File: config.mk
export PLATFORM = sky130hd
export DESIGN_NAME = port_ctl_monitor
export DESIGN_NICKNAME = d
export VERILOG_FILES = /design/src/hdl/port_ctl_pkg.sv /design/src/hdl/port_ctl_monitor.sv
export VERILOG_INCLUDE_DIRS = /design/src /design/src/hdl
export SDC_FILE = /design/constraint.sdc
export NUM_CORES = 1
export LEC_CHECK = 0
export BUFFER_PORTS_ARGS = -buffer_cell sky130_fd_sc_hd__buf_2
export CORE_MARGIN = 3
export CORE_UTILIZATION = 25
export DETAILED_ROUTE_END_ITERATION = 10
export GPL_TIMING_DRIVEN = 0
export PLACE_DENSITY_LB_ADDON = 0.05
export SLEW_MARGIN = 40
export SYNTH_ARGS = -nofsm -noshare
export SYNTH_HDL_FRONTEND = slang
export SYNTH_SLANG_ARGS = --single-unit
export TNS_END_PERCENT = 10
File: constraint.sdc
create_clock -name clk_in -period 4.4 [get_ports clk_in]
set_input_delay 0.44 -clock clk_in [delete_from_list [all_inputs] [get_ports clk_in]]
set_output_delay 0.44 -clock clk_in [all_outputs]
set_load 0.02 [all_outputs]
File: src/hdl/port_ctl_defs.svh
// What this block does
// - disabled unit still tests; abort keeps disable
// - enable or disable command ends test
// - control enable frees and restores tributaries
// - disabled modem neither originates nor answers
// - six independent per-port transmit enables
// - speed-disabled ports not selectable
// - mux modes monitor port or aggregate
// - monitor selection applies on save; undo restores
// - monitor selection local operation only
// - four general-purpose leads are readable
// - output leads writable only when allowed
// - lead changes reported in poll response
// - remote device command address picks target
`ifndef PORT_CTL_DEFS_SVH
`define PORT_CTL_DEFS_SVH

// ----------------------------------------------------------------
// register offsets
// ----------------------------------------------------------------
`define REG_CMD      4'h0
`define REG_PORT_EN  4'h1
`define REG_MON_SEL  4'h2
`define REG_LEADS    4'h3
`define REG_CONFIG   4'h4
`define REG_STATUS   4'h5
`define REG_CHANGE   4'h6

// ----------------------------------------------------------------
// command codes in cmd register bits 3:0, target in bits 6:4
// ----------------------------------------------------------------
`define CMD_DSU_EN     4'h1
`define CMD_DSU_DIS    4'h2
`define CMD_MDM_EN     4'h3
`define CMD_MDM_DIS    4'h4
`define CMD_PORT_EN    4'h5
`define CMD_PORT_DIS   4'h6
`define CMD_DEV_EN     4'h7
`define CMD_DEV_DIS    4'h8
`define CMD_TEST_GO    4'h9
`define CMD_TEST_ABORT 4'ha
`define CMD_MON_SAVE   4'hb
`define CMD_MON_UNDO   4'hc
`define CMD_ARG_LSB    4
`define CMD_REMOTE_BIT 7
`define CMD_SRC_BIT    8

// ----------------------------------------------------------------
// config field positions and reset values
// ----------------------------------------------------------------
`define CFG_MODE_LSB   0
`define CFG_WRITABLE   2
`define CFG_PROTO_A    3
`define CFG_NOTIFY     4
`define CFG_CONTROL    5
`define CFG_DEV_ADDR   8
`define CFG_SPEED_LSB  16
`define RST_CONFIG     32'h00000000
`define RST_PORT_EN    6'h3f
`define MON_AGGR       3'h7

`endif

File: src/hdl/port_ctl_pkg.sv
package port_ctl_pkg;
    // operating mode from config bits 1:0
    typedef enum logic [1:0] {
        MODE_BASIC  = 2'h0,
        MODE_MUX    = 2'h1,
        MODE_MULTI  = 2'h2,
        MODE_BRIDGE = 2'h3
    } op_mode_e;
    // test progress, one-hot
    typedef enum logic [1:0] {
        TEST_IDLE = 2'b01,
        TEST_RUN  = 2'b10
    } test_state_e;
endpackage

File: src/hdl/port_ctl_monitor.sv
// Decided for this implementation: the placing of the registers and the strobed register port.
`timescale 1ns/1ps
`default_nettype none
`include "port_ctl_defs.svh"

module port_ctl_monitor #(
    parameter int NPORTS = 6
) (
    input  wire logic              clk_in,
    input  wire logic              rst_in,
    input  wire logic [3:0]        addr_in,
    input  wire logic [31:0]       wdata_in,
    input  wire logic              wr_in,
    input  wire logic              rd_in,
    output logic      [31:0]       rdata_out,
    input  wire logic [NPORTS-1:0] port_activity_in,
    input  wire logic              aggr_activity_in,
    input  wire logic [1:0]        alarm_leads_in,
    input  wire logic              poll_in,
    output logic      [1:0]        control_leads_out,
    output logic                   unit_tx_en_out,
    output logic                   modem_en_out,
    output logic      [NPORTS-1:0] port_tx_en_out,
    output logic                   test_active_out,
    output logic                   status_led_out,
    output logic      [2:0]        mon_sel_out,
    output logic                   poll_change_out,
    output logic      [3:0]        poll_leads_out
);

    // ----------------------------------------------------------------
    // input synchronisers for pins
    // ----------------------------------------------------------------
    logic [NPORTS:0] act_s1;     // first stage, read only by stage two
    logic [NPORTS:0] act_s2;     // usable activity
    logic [1:0]      alm_s1;     // first stage alarm leads
    logic [1:0]      alm_s2;     // usable alarm leads

    // two flops before any logic looks at an activity or alarm pin
    always_ff @(posedge clk_in or posedge rst_in) begin
        if (rst_in) begin
            act_s1 <= '0;
            act_s2 <= '0;
            alm_s1 <= 2'h0;
            alm_s2 <= 2'h0;
        end else begin
            act_s1 <= {aggr_activity_in, port_activity_in};
            act_s2 <= act_s1;
            alm_s1 <= alarm_leads_in;
            alm_s2 <= alm_s1;
        end
    end

    // ----------------------------------------------------------------
    // command decode
    // ----------------------------------------------------------------
    logic        cmd_wr;         // write to command register
    logic [3:0]  cmd_code;       // command opcode
    logic [2:0]  cmd_arg;        // port number or device address
    logic        cmd_remote;     // command arrives addressed remotely
    logic        cmd_from_nms;   // source is management system
    port_ctl_pkg::op_mode_e mode;
    logic [31:0] config_q;       // configuration register
    logic [31:0] next_config;
    logic [NPORTS-1:0] speed_ok; // port speed option not disabled
    logic        mux_mode;       // multiplexer or multipoint

    assign cmd_wr       = wr_in && (addr_in == `REG_CMD);
    assign cmd_code     = wdata_in[3:0];
    assign cmd_arg      = wdata_in[`CMD_ARG_LSB +: 3];
    assign cmd_remote   = wdata_in[`CMD_REMOTE_BIT];
    assign cmd_from_nms = wdata_in[`CMD_SRC_BIT];
    assign mode         = port_ctl_pkg::op_mode_e'(config_q[`CFG_MODE_LSB +: 2]);
    assign speed_ok     = config_q[`CFG_SPEED_LSB +: NPORTS];
    assign mux_mode     = (mode == port_ctl_pkg::MODE_MUX) || (mode == port_ctl_pkg::MODE_MULTI);

    // port number 1..6 to one-hot mask, zero when out of range
    function automatic logic [NPORTS-1:0] port_mask(input logic [2:0] num);
        logic [NPORTS-1:0] m;
        m = '0;
        for (int i = 0; i < NPORTS; i++) begin
            if (num == 3'(i + 1)) begin
                m[i] = 1'b1;
            end
        end
        return m;
    endfunction

    // ----------------------------------------------------------------
    // transmit enables and test state
    // ----------------------------------------------------------------
    logic              unit_en;
    logic              next_unit_en;
    logic              modem_en;
    logic              next_modem_en;
    logic [NPORTS-1:0] port_en;
    logic [NPORTS-1:0] next_port_en;
    port_ctl_pkg::test_state_e test_st;
    port_ctl_pkg::test_state_e next_test_st;
    logic [NPORTS-1:0] sel_mask;     // addressed port, if selectable
    logic              dev_modem;    // remote device address hits modem

    assign sel_mask  = port_mask(cmd_arg) & speed_ok;
    assign dev_modem = (cmd_arg == config_q[`CFG_DEV_ADDR +: 3]);

    // next state for enables; untouched values simply hold
    always_comb begin
        next_unit_en  = unit_en;
        next_modem_en = modem_en;
        next_port_en  = port_en;
        next_test_st  = test_st;
        if (cmd_wr) begin
            case (cmd_code)
                `CMD_DSU_EN: begin
                    next_unit_en = 1'b1;
                    next_test_st = port_ctl_pkg::TEST_IDLE;
                    if (config_q[`CFG_CONTROL]) begin
                        next_port_en = next_port_en | speed_ok;
                    end
                end
                `CMD_DSU_DIS: begin
                    next_unit_en = 1'b0;
                    next_test_st = port_ctl_pkg::TEST_IDLE;
                end
                // modem calls held off until enabled
                `CMD_MDM_EN:  next_modem_en = 1'b1;
                `CMD_MDM_DIS: next_modem_en = 1'b0;
                // independent port enables, gated by speed option
                `CMD_PORT_EN: begin
                    if (mux_mode) begin
                        next_port_en = port_en | sel_mask;
                    end
                end
                `CMD_PORT_DIS: begin
                    if (mux_mode) begin
                        next_port_en = port_en & ~sel_mask;
                    end
                end
                // address picks unit or modem, remote modem disable
                `CMD_DEV_EN: begin
                    if (dev_modem) begin
                        next_modem_en = 1'b1;
                    end else begin
                        next_unit_en = 1'b1;
                        next_test_st = port_ctl_pkg::TEST_IDLE;
                    end
                end
                `CMD_DEV_DIS: begin
                    if (dev_modem) begin
                        next_modem_en = 1'b0;
                    end else begin
                        next_unit_en = 1'b0;
                        next_test_st = port_ctl_pkg::TEST_IDLE;
                    end
                end
                `CMD_TEST_GO:    next_test_st = port_ctl_pkg::TEST_RUN;
                `CMD_TEST_ABORT: next_test_st = port_ctl_pkg::TEST_IDLE;
                default: ;
            endcase
        end
    end

    always_ff @(posedge clk_in or posedge rst_in) begin
        if (rst_in) begin
            unit_en  <= 1'b1;
            modem_en <= 1'b1;
            port_en  <= `RST_PORT_EN;
            test_st  <= port_ctl_pkg::TEST_IDLE;
        end else begin
            unit_en  <= next_unit_en;
            modem_en <= next_modem_en;
            port_en  <= next_port_en;
            test_st  <= next_test_st;
        end
    end

    // ----------------------------------------------------------------
    // monitor selection with load, save and undo
    // ----------------------------------------------------------------
    logic [2:0] mon_active;      // applied selection
    logic [2:0] next_mon_active;
    logic [2:0] mon_pending;     // loaded but unsaved selection
    logic [2:0] next_mon_pending;
    logic       mon_valid;       // pending value is a legal source

    // 1..6 or the aggregate/bridge path code; zero is rejected
    assign mon_valid = (mon_pending == `MON_AGGR) ||
                       ((mon_pending != 3'h0) && (mon_pending <= 3'(NPORTS)));

    always_comb begin
        next_mon_active  = mon_active;
        next_mon_pending = mon_pending;
        // local only, only with card modes
        if (wr_in && addr_in == `REG_MON_SEL && !wdata_in[`CMD_REMOTE_BIT]
            && mode != port_ctl_pkg::MODE_BASIC) begin
            next_mon_pending = wdata_in[2:0];
        end
        if (cmd_wr && !cmd_remote) begin
            if (cmd_code == `CMD_MON_SAVE && mon_valid) begin
                next_mon_active = mon_pending;
            end
            if (cmd_code == `CMD_MON_UNDO) begin
                next_mon_pending = mon_active;
            end
        end
    end

    always_ff @(posedge clk_in or posedge rst_in) begin
        if (rst_in) begin
            mon_active  <= `MON_AGGR;
            mon_pending <= `MON_AGGR;
        end else begin
            mon_active  <= next_mon_active;
            mon_pending <= next_mon_pending;
        end
    end

    // ----------------------------------------------------------------
    // external leads and change notification
    // ----------------------------------------------------------------
    logic [1:0] ctl_leads;
    logic [1:0] next_ctl_leads;
    logic [3:0] leads_prev;      // last sampled lead set
    logic [3:0] lead_chg;        // sticky change bits
    logic [3:0] next_lead_chg;
    logic [3:0] leads_now;
    logic       notify_on;

    assign leads_now = {alm_s2, ctl_leads};
    assign notify_on = config_q[`CFG_PROTO_A] && config_q[`CFG_NOTIFY] && config_q[`CFG_CONTROL];

    always_comb begin
        next_ctl_leads = ctl_leads;
        // writable only with the option set
        if (wr_in && addr_in == `REG_LEADS && config_q[`CFG_WRITABLE]) begin
            next_ctl_leads = wdata_in[1:0];
        end
        // poll report clears; a change in the same cycle wins
        next_lead_chg = poll_in ? 4'h0 : lead_chg;
        if (notify_on) begin
            next_lead_chg = next_lead_chg | (leads_now ^ leads_prev);
        end
        next_config = config_q;
        if (wr_in && addr_in == `REG_CONFIG) begin
            next_config = wdata_in;
        end
    end

    always_ff @(posedge clk_in or posedge rst_in) begin
        if (rst_in) begin
            ctl_leads  <= 2'h0;
            leads_prev <= 4'h0;
            lead_chg   <= 4'h0;
            config_q   <= `RST_CONFIG;
        end else begin
            ctl_leads  <= next_ctl_leads;
            leads_prev <= leads_now;
            lead_chg   <= next_lead_chg;
            config_q   <= next_config;
        end
    end

    // ----------------------------------------------------------------
    // outputs and read port
    // ----------------------------------------------------------------
    logic        led_q;
    logic        poll_chg_q;
    logic [3:0]  poll_leads_q;
    logic [31:0] rdata_q;

    always_ff @(posedge clk_in or posedge rst_in) begin
        if (rst_in) begin
            led_q        <= 1'b0;
            poll_chg_q   <= 1'b0;
            poll_leads_q <= 4'h0;
            rdata_q      <= 32'h0;
        end else begin
            // route selected activity; aggregate code uses last input
            led_q        <= (mon_active == `MON_AGGR) ? act_s2[NPORTS]
                          : ((act_s2[NPORTS-1:0] & port_mask(mon_active)) != '0);
            poll_chg_q   <= poll_in && notify_on && (lead_chg != 4'h0);
            poll_leads_q <= poll_in ? leads_now : poll_leads_q;
            rdata_q      <= 32'h0;
            if (rd_in) begin
                case (addr_in)
                    `REG_PORT_EN: rdata_q <= 32'(port_en);
                    `REG_MON_SEL: rdata_q <= {26'h0, mon_pending, mon_active};
                    `REG_LEADS:   rdata_q <= {28'h0, leads_now};
                    `REG_CONFIG:  rdata_q <= config_q;
                    `REG_STATUS:  rdata_q <= {29'h0, test_st == port_ctl_pkg::TEST_RUN,
                                              modem_en, unit_en};
                    `REG_CHANGE:  rdata_q <= {28'h0, lead_chg};
                    default:      rdata_q <= 32'h0;
                endcase
            end
        end
    end

    assign rdata_out         = rdata_q;
    assign control_leads_out = ctl_leads;
    assign unit_tx_en_out    = unit_en;
    assign modem_en_out      = modem_en;
    assign port_tx_en_out    = port_en;
    assign test_active_out   = (test_st == port_ctl_pkg::TEST_RUN);
    assign status_led_out    = led_q;
    assign mon_sel_out       = mon_active;
    assign poll_change_out   = poll_chg_q;
    assign poll_leads_out    = poll_leads_q;

    // ----------------------------------------------------------------
    // assertions
    // ----------------------------------------------------------------
    AST_ABORT_KEEPS_DIS: assert property (@(posedge clk_in) disable iff (rst_in)
        (cmd_wr && cmd_code == `CMD_TEST_ABORT && !unit_en) |=> (!unit_en && !test_active_out))
        else $error("abort changed transmitter state");
    AST_CMD_ENDS_TEST: assert property (@(posedge clk_in) disable iff (rst_in)
        (cmd_wr && (cmd_code == `CMD_DSU_EN || cmd_code == `CMD_DSU_DIS)) |=> !test_active_out)
        else $error("test survived enable or disable");
    AST_CTRL_RESTORE: assert property (@(posedge clk_in) disable iff (rst_in)
        (cmd_wr && cmd_code == `CMD_DSU_EN && config_q[`CFG_CONTROL]) |=>
        ((port_tx_en_out & $past(speed_ok)) == $past(speed_ok)))
        else $error("tributaries not restored");
    AST_MODEM_HOLD: assert property (@(posedge clk_in) disable iff (rst_in)
        (!modem_en && !(cmd_wr && (cmd_code == `CMD_MDM_EN || cmd_code == `CMD_DEV_EN)))
        |=> !modem_en_out)
        else $error("modem enabled without command");
    AST_SPEED_GATE: assert property (@(posedge clk_in) disable iff (rst_in)
        (cmd_wr && cmd_code == `CMD_PORT_EN && (port_mask(cmd_arg) & ~speed_ok) != '0
         && !port_en[cmd_arg - 3'h1]) |=> !port_tx_en_out[$past(cmd_arg) - 3'h1])
        else $error("speed-disabled port enabled");
    AST_SAVE_ONLY: assert property (@(posedge clk_in) disable iff (rst_in)
        !(cmd_wr && cmd_code == `CMD_MON_SAVE) |=> $stable(mon_sel_out))
        else $error("monitor changed without save");
    AST_LEADS_LOCK: assert property (@(posedge clk_in) disable iff (rst_in)
        !config_q[`CFG_WRITABLE] |=> $stable(control_leads_out))
        else $error("output leads changed while locked");
    AST_NOTIFY: assert property (@(posedge clk_in) disable iff (rst_in)
        (poll_in && notify_on && lead_chg != 4'h0) |=> poll_change_out)
        else $error("lead change not reported");

endmodule
`default_nettype wire

# Word-level counts from Yosys, hierarchy flattened
# Index checks and enable logic that the tools add are counted.
# totals
in_bits,50
regBits,114
# classes
reduce_logical,33
bitwise,8
n_eq_ne,44
mux,32
order_cmp,1
# op_table
cell,n
32-bit one-hot mux with 6 select lines,1
32-bit two-way mux,1
"4-bit by 3-bit equality test with 1-bit output, second input constant",7
"3-bit equality test, second input constant",8
"4-bit equality test, second input constant",5
6-bit AND,3
6-bit two-way mux,3
6-bit one-hot mux with 3 select lines,1
1-bit two-way mux,17
"4-bit by 2-bit equality test with 1-bit output, second input constant",4
"2-bit != test, second input constant",8
1-bit logical AND,14
"3-bit by 2-bit equality test with 1-bit output, second input constant",4
6-bit bitwise OR,2
4-bit nonzero test,3
3-bit two-way mux,3
3-bit nonzero test,3
"4-bit by 1-bit equality test with 1-bit output, second input constant",2
4-bit two-way mux,2
1-bit one-hot mux with 4 select lines,2
4-bit AND reduction,2
"3-bit by 1-bit equality test with 1-bit output, second input constant",2
6-bit inverter,1
2-bit one-hot mux with 3 select lines,1
17 further kinds,19

# Logic depth before layout (Yosys ltp)
# depth
depth_word,7
ltp_mapped,6

# Worst setup path after synthesis
# OpenSTA, ideal clock, no wires.
# synth_path
kind,input-to-reg
from,in addr_in[3]
to,reg mon_active[0] (netlist: mon_sel_out[0])
arrival_ns,2.049
path_buffers,1
path_slack_ns,2.269
cell_stages,5
t_required_ns,4.318
path_cell_list,or3b_4 > or2_1 > buf_6 > or4_4 > mux2_4
# synth_between
elab_chain_len,4
# synth_lines
item,line_no,source
start: declaration,port_ctl_monitor.sv:11,"input wire logic [3:0] addr_in,"
4-bit zero test (no source line),n/a,
1-bit logical AND,port_ctl_monitor.sv:68,assign cmd_wr = wr_in && (addr_in == `REG_CMD);
1-bit logical AND,port_ctl_monitor.sv:198,if (cmd_wr && !cmd_remote) begin
2-bit AND reduction (no source line),n/a,
end signal: assignment,port_ctl_monitor.sv:210,mon_active <= `MON_AGGR;
end signal: assignment,port_ctl_monitor.sv:213,mon_active <= next_mon_active;
end: declaration,port_ctl_monitor.sv:180,logic [2:0] mon_active;
# Every way passes these cells.
# A chain may end at the register's enable or synchronous reset.

# Final worst setup path
# layout_path
from,in addr_in[0]
to,reg rdata_q[8] (netlist: rdata_out[8])
# layout_between
elab_chain_len,3
elab_cells_between_ends,8
classes_between,eq/ne: 6; mux: 2
# layout_lines
item,line_no,source
"4-bit by 3-bit equality test with 1-bit output, or another cell as far along",port_ctl_monitor.sv:285,case (addr_in)
32-bit one-hot mux with 6 select lines *,port_ctl_monitor.sv:285,
32-bit two-way mux *,port_ctl_monitor.sv:284,if (rd_in) begin
end signal: assignment,port_ctl_monitor.sv:286,`REG_PORT_EN: rdata_q <= 32'(port_en);
end signal: assignment,port_ctl_monitor.sv:287,"`REG_MON_SEL: rdata_q <= {26'h0, mon_pending, mon_active};"
end signal: assignment,port_ctl_monitor.sv:288,"`REG_LEADS: rdata_q <= {28'h0, leads_now};"
end: declaration,port_ctl_monitor.sv:269,logic [31:0] rdata_q;
# Mark *: on every way between the ends. The rest lies on a longest branch, timed or not.

==> run_results.csv <==
group,metric,value,unit
cells_and_area,nNetsFinal,533,
pwr,vdd_drop_max,0.2598,mV
pwr,totalPowerFinal,0.003126,W
pwr,leakage,3.025,nW
floorplan,dieHeight,143.8,um
sta,maxSlewHeadroom,0.4583,
global_routing,grt_max_degree,60,
logic_synthesis,yosys-top-cells-area,"dfrtp_1, mux2_2, dfstp_2, and3_1, a21oi_1",
cts,cts_sinks,114,
floorplan,dieWidth,143.8,um
sta,finClkSkew,0.005231,ns
pwr,seqPwrFrac,0.400,
floorplan,num_io_pins,102,
floorplan,die-area,20690,um2
logic_synthesis,yosysMostFrequentCell,"dfrtp_1",
sta,holdWs,0.05709,ns
placement,portBuffers,97,
logic_synthesis,synth_edf_count,0,
floorplan,start_util,0.2591,
cts,cts-root-buf,"clkbuf_16",
logic_synthesis,syn_area,4750,um2
route,dr.first_iter.drc_count,160,
pwr,sw_frac_of_total,0.2448,
pwr,power_density,502.2,nW/um2
logic_synthesis,avgSynthCellArea,13.01,um2
setup_path,arrival,2.33,ns
cts,cts_buffers,17,
global_routing,grtUsageTotal,0.1323,
placement,dp_hpwl,9.202,mm
setup_path,cpMaxStageDelayCell,"clkbuf_1",
logic_synthesis,syn_inst,365,
cells_and_area,final_layout_size_suffix_gt1_frac,0.4141,
sta,setup_viol,0,
logic_synthesis,yosysTopAreaCellShare,0.5216,
route,routed_wl,12.83,mm
route,num_vias,3359,
setup_path,required,4.74,ns
logic_synthesis,yosysSeqAreaShare,0.6046,
cts,cts_tree,"built",
setup_path,crit_chain,"buf_2, or2_2, nor3b_1, clkbuf_1, clkbuf_1, and3_1",
logic_synthesis,async_flop_share,1.000,
pwr,p_comb_frac,0.107,
logic_synthesis,synth_fp_nets,416,
setup_path,crit_path_max_incr_delay,0.46,ns
cts,hold_buffers,0,
job,cap_violations,0,
logic_synthesis,synth_top_cells_by_count,"dfrtp_1, mux2_2, and3_1",
cells_and_area,finalInstanceArea,6223,um2
setup_path,critPathMostFrequentCell,"clkbuf_1",
pwr,p_sw,0.0007653,W
setup_path,endpoint_kind,"register",
cells_and_area,final_core_util,0.3395,
pwr,pwr-share-clk,0.493,
sta,finalCriticalPeriod,1.991,ns
setup_path,critPathKind,"in2reg",
placement,globalplace.congestion,0.7504,
outcome,status,"finished, final reports clean",
route,viasPerCell,4.640,
logic_synthesis,ys_types,56,
sta,drv_slew,0,
logic_synthesis,synth_warnings,0,
sta,tightestPinTransition,0.8126,ns
global_routing,antenna_found_initial,0,
cts,postCtsSetupBuffers,0,
placement,placed_area,5557,um2
global_routing,overflow,0,
setup_path,startpoint_type,"input pin",
global_routing,grt_pass1_wl,20.76,mm
pwr,p_int,0.002360,W
setup_path,path_max_fanout,10,
cts,cts.clk_slew.worst_paths,0.05,ns
floorplan,core_area,18330,um2
route,route.detailed.drc,0,
cts,clk_latency,0.41,ns
logic_synthesis,ys_ff_latch,114,
route,ant_nets,0,
route,drt-pass1-iter-count,4,
cts,ctsResizeCount,0,
route,post_drt_wl_per_cell,17.72,um
worst_hold_path,hold_class,"in2async",
cells_and_area,antenna_cells,0,
floorplan,rows,49,
global_routing,grt_pass1_vias,3588,
cells_and_area,area_growth,31.03,%
sta,period_share,0.4525,
cts,htree_levels,4,
sta,finalHoldViolCount,0,
sta,fmax,502.2,MHz
cts,clock_path_buffers,2,
logic_synthesis,synthFlopType,"dfrtp_1",
sta,rsz0062_at_grt,"no",
logic_synthesis,synth_area_leader_cell,"dfrtp_1",
[worst paths after layout]
path | start | depth (start not counted) | slack [ns] | endpoint
worst max-delay path | addr_in[0] | 6 | 2.41 | rdata_out[8]$_DFF_PP0_
worst min-delay path | rst_in | 2 | 0.06 | leads_prev[3]$_DFF_PP0_
worst max register to register | config_q[0]$_DFFE_PP0P_ | 5 | 2.56 | mon_pending[1]$_DFF_PP1_
worst min register to register | act_s1[0]$_DFF_PP0_ | 0 | 0.35 | act_s2[0]$_DFF_PP0_
max in group asynchronous | rst_in | 3 | 3.67 | port_tx_en_out[5]$_DFFE_PP1P_
min in group clk_in | port_activity_in[5] | 1 | 0.13 | act_s1[5]$_DFF_PP0_
[final cells by class]
| class | count | area (um2) |
|---|---|---|
| well taps | 229 | 286.5 |
| inverters | 10 | 45.04 |
| plain buffers | 20 | 82.58 |
| clock inverters | 14 | 227.7 |
| clock buffers | 18 | 439.2 |
| repair buffers | 98 | 513.0 |
| fillers | 1846 | 12110 |
| multi-input cells | 221 | 1758 |
| flip-flops and latches | 114 | 2872 |
[worst max-delay path, delay by kind of cell]
kind          cells  cell delay [ns]
buf+inv           3             1.00
simple gates      3             0.89
[stage by stage]
step,setup TNS [ns],instances,setup slack (ns)
3_5_place_dp,0,692,1.970
6_report,0,724,2.409
3_3_place_gp,-56.46,691,-0.5804
4_1_cts,0,724,2.413
5_1_grt,0,724,2.319
2_1_floorplan,0,365,0.9691
[metal layers]
| layer | up-vias | GRT usage | part of all wire | routed length, um |
|---|---|---|---|---|
| met5 | - | 0 | 0 | 0 |
| met3 | 23 | 0.03860 | 0.056 | 714 |
| met4 | 0 | 0.05996 | 0.023 | 289 |
| met1 | 1670 | 0.1760 | 0.46 | 5914 |
| li1 | 1571 | - | - | - |
| met2 | 95 | 0.1994 | 0.46 | 5908 |
[logic make-up after synthesis]
family / count (synthesis) / share of synthesized area
xor gates and xnor gates: 11 / 0.02029
adders and majority gates: 1 / 0.002634
and+or+nand+nor: 93 / 0.1233
DFF: 114 / 0.6046
buffers and inverters: 30 / 0.02529
AOI/OAI and AO/OA: 59 / 0.08536
muxes: 57 / 0.1386
[registers in the layout, summed over array words and instances, names as in the netlist, 3 cells and up]
register,flops
act_s1,7
act_s2,7
config_q,32
lead_chg,4
leads_prev,4
mon_pending,3
mon_sel_out,3
poll_leads_out,4
port_tx_en_out,6
rdata_out,32
[layout by cell type, fill, tap and decap left out, types with 3 or more instances in the layout]
cell type / count
and4b_1: 4
nand3_1: 7
mux2_4: 3
nor3_1: 3
dfrtp_1: 99
nor2b_1: 6
bufinv_16: 5
o41ai_1: 4
a21o_1: 5
a221oi_1: 3
nor3b_1: 5
o21ai_0: 3
clkbuf_1: 15
mux2_2: 48
dfstp_2: 15
a211oi_1: 4
a21oi_1: 18
o22ai_1: 5
mux2i_1: 5
and3_1: 26
clkbuf_16: 17
clkinv_4: 6
xnor2_1: 8
buf_1: 4
a31oi_1: 4
buf_2: 97
nor2_1: 11
inv_1: 9
nand2_1: 8
xor2_1: 3
[power groups by stage]
stage	clock (W)	combinational, W	sequential [W]
final	0.00154	0.000335	0.00125
after global routing	0.00164	0.000382	0.00127
after CTS	0.00158	0.000344	0.00125
after detailed placement	0	0.000343	0.00127
after global placement	0	0.000334	0.00127
after floorplan	0	0.000218	0.00126
Power figures use the tool's default switching activity.
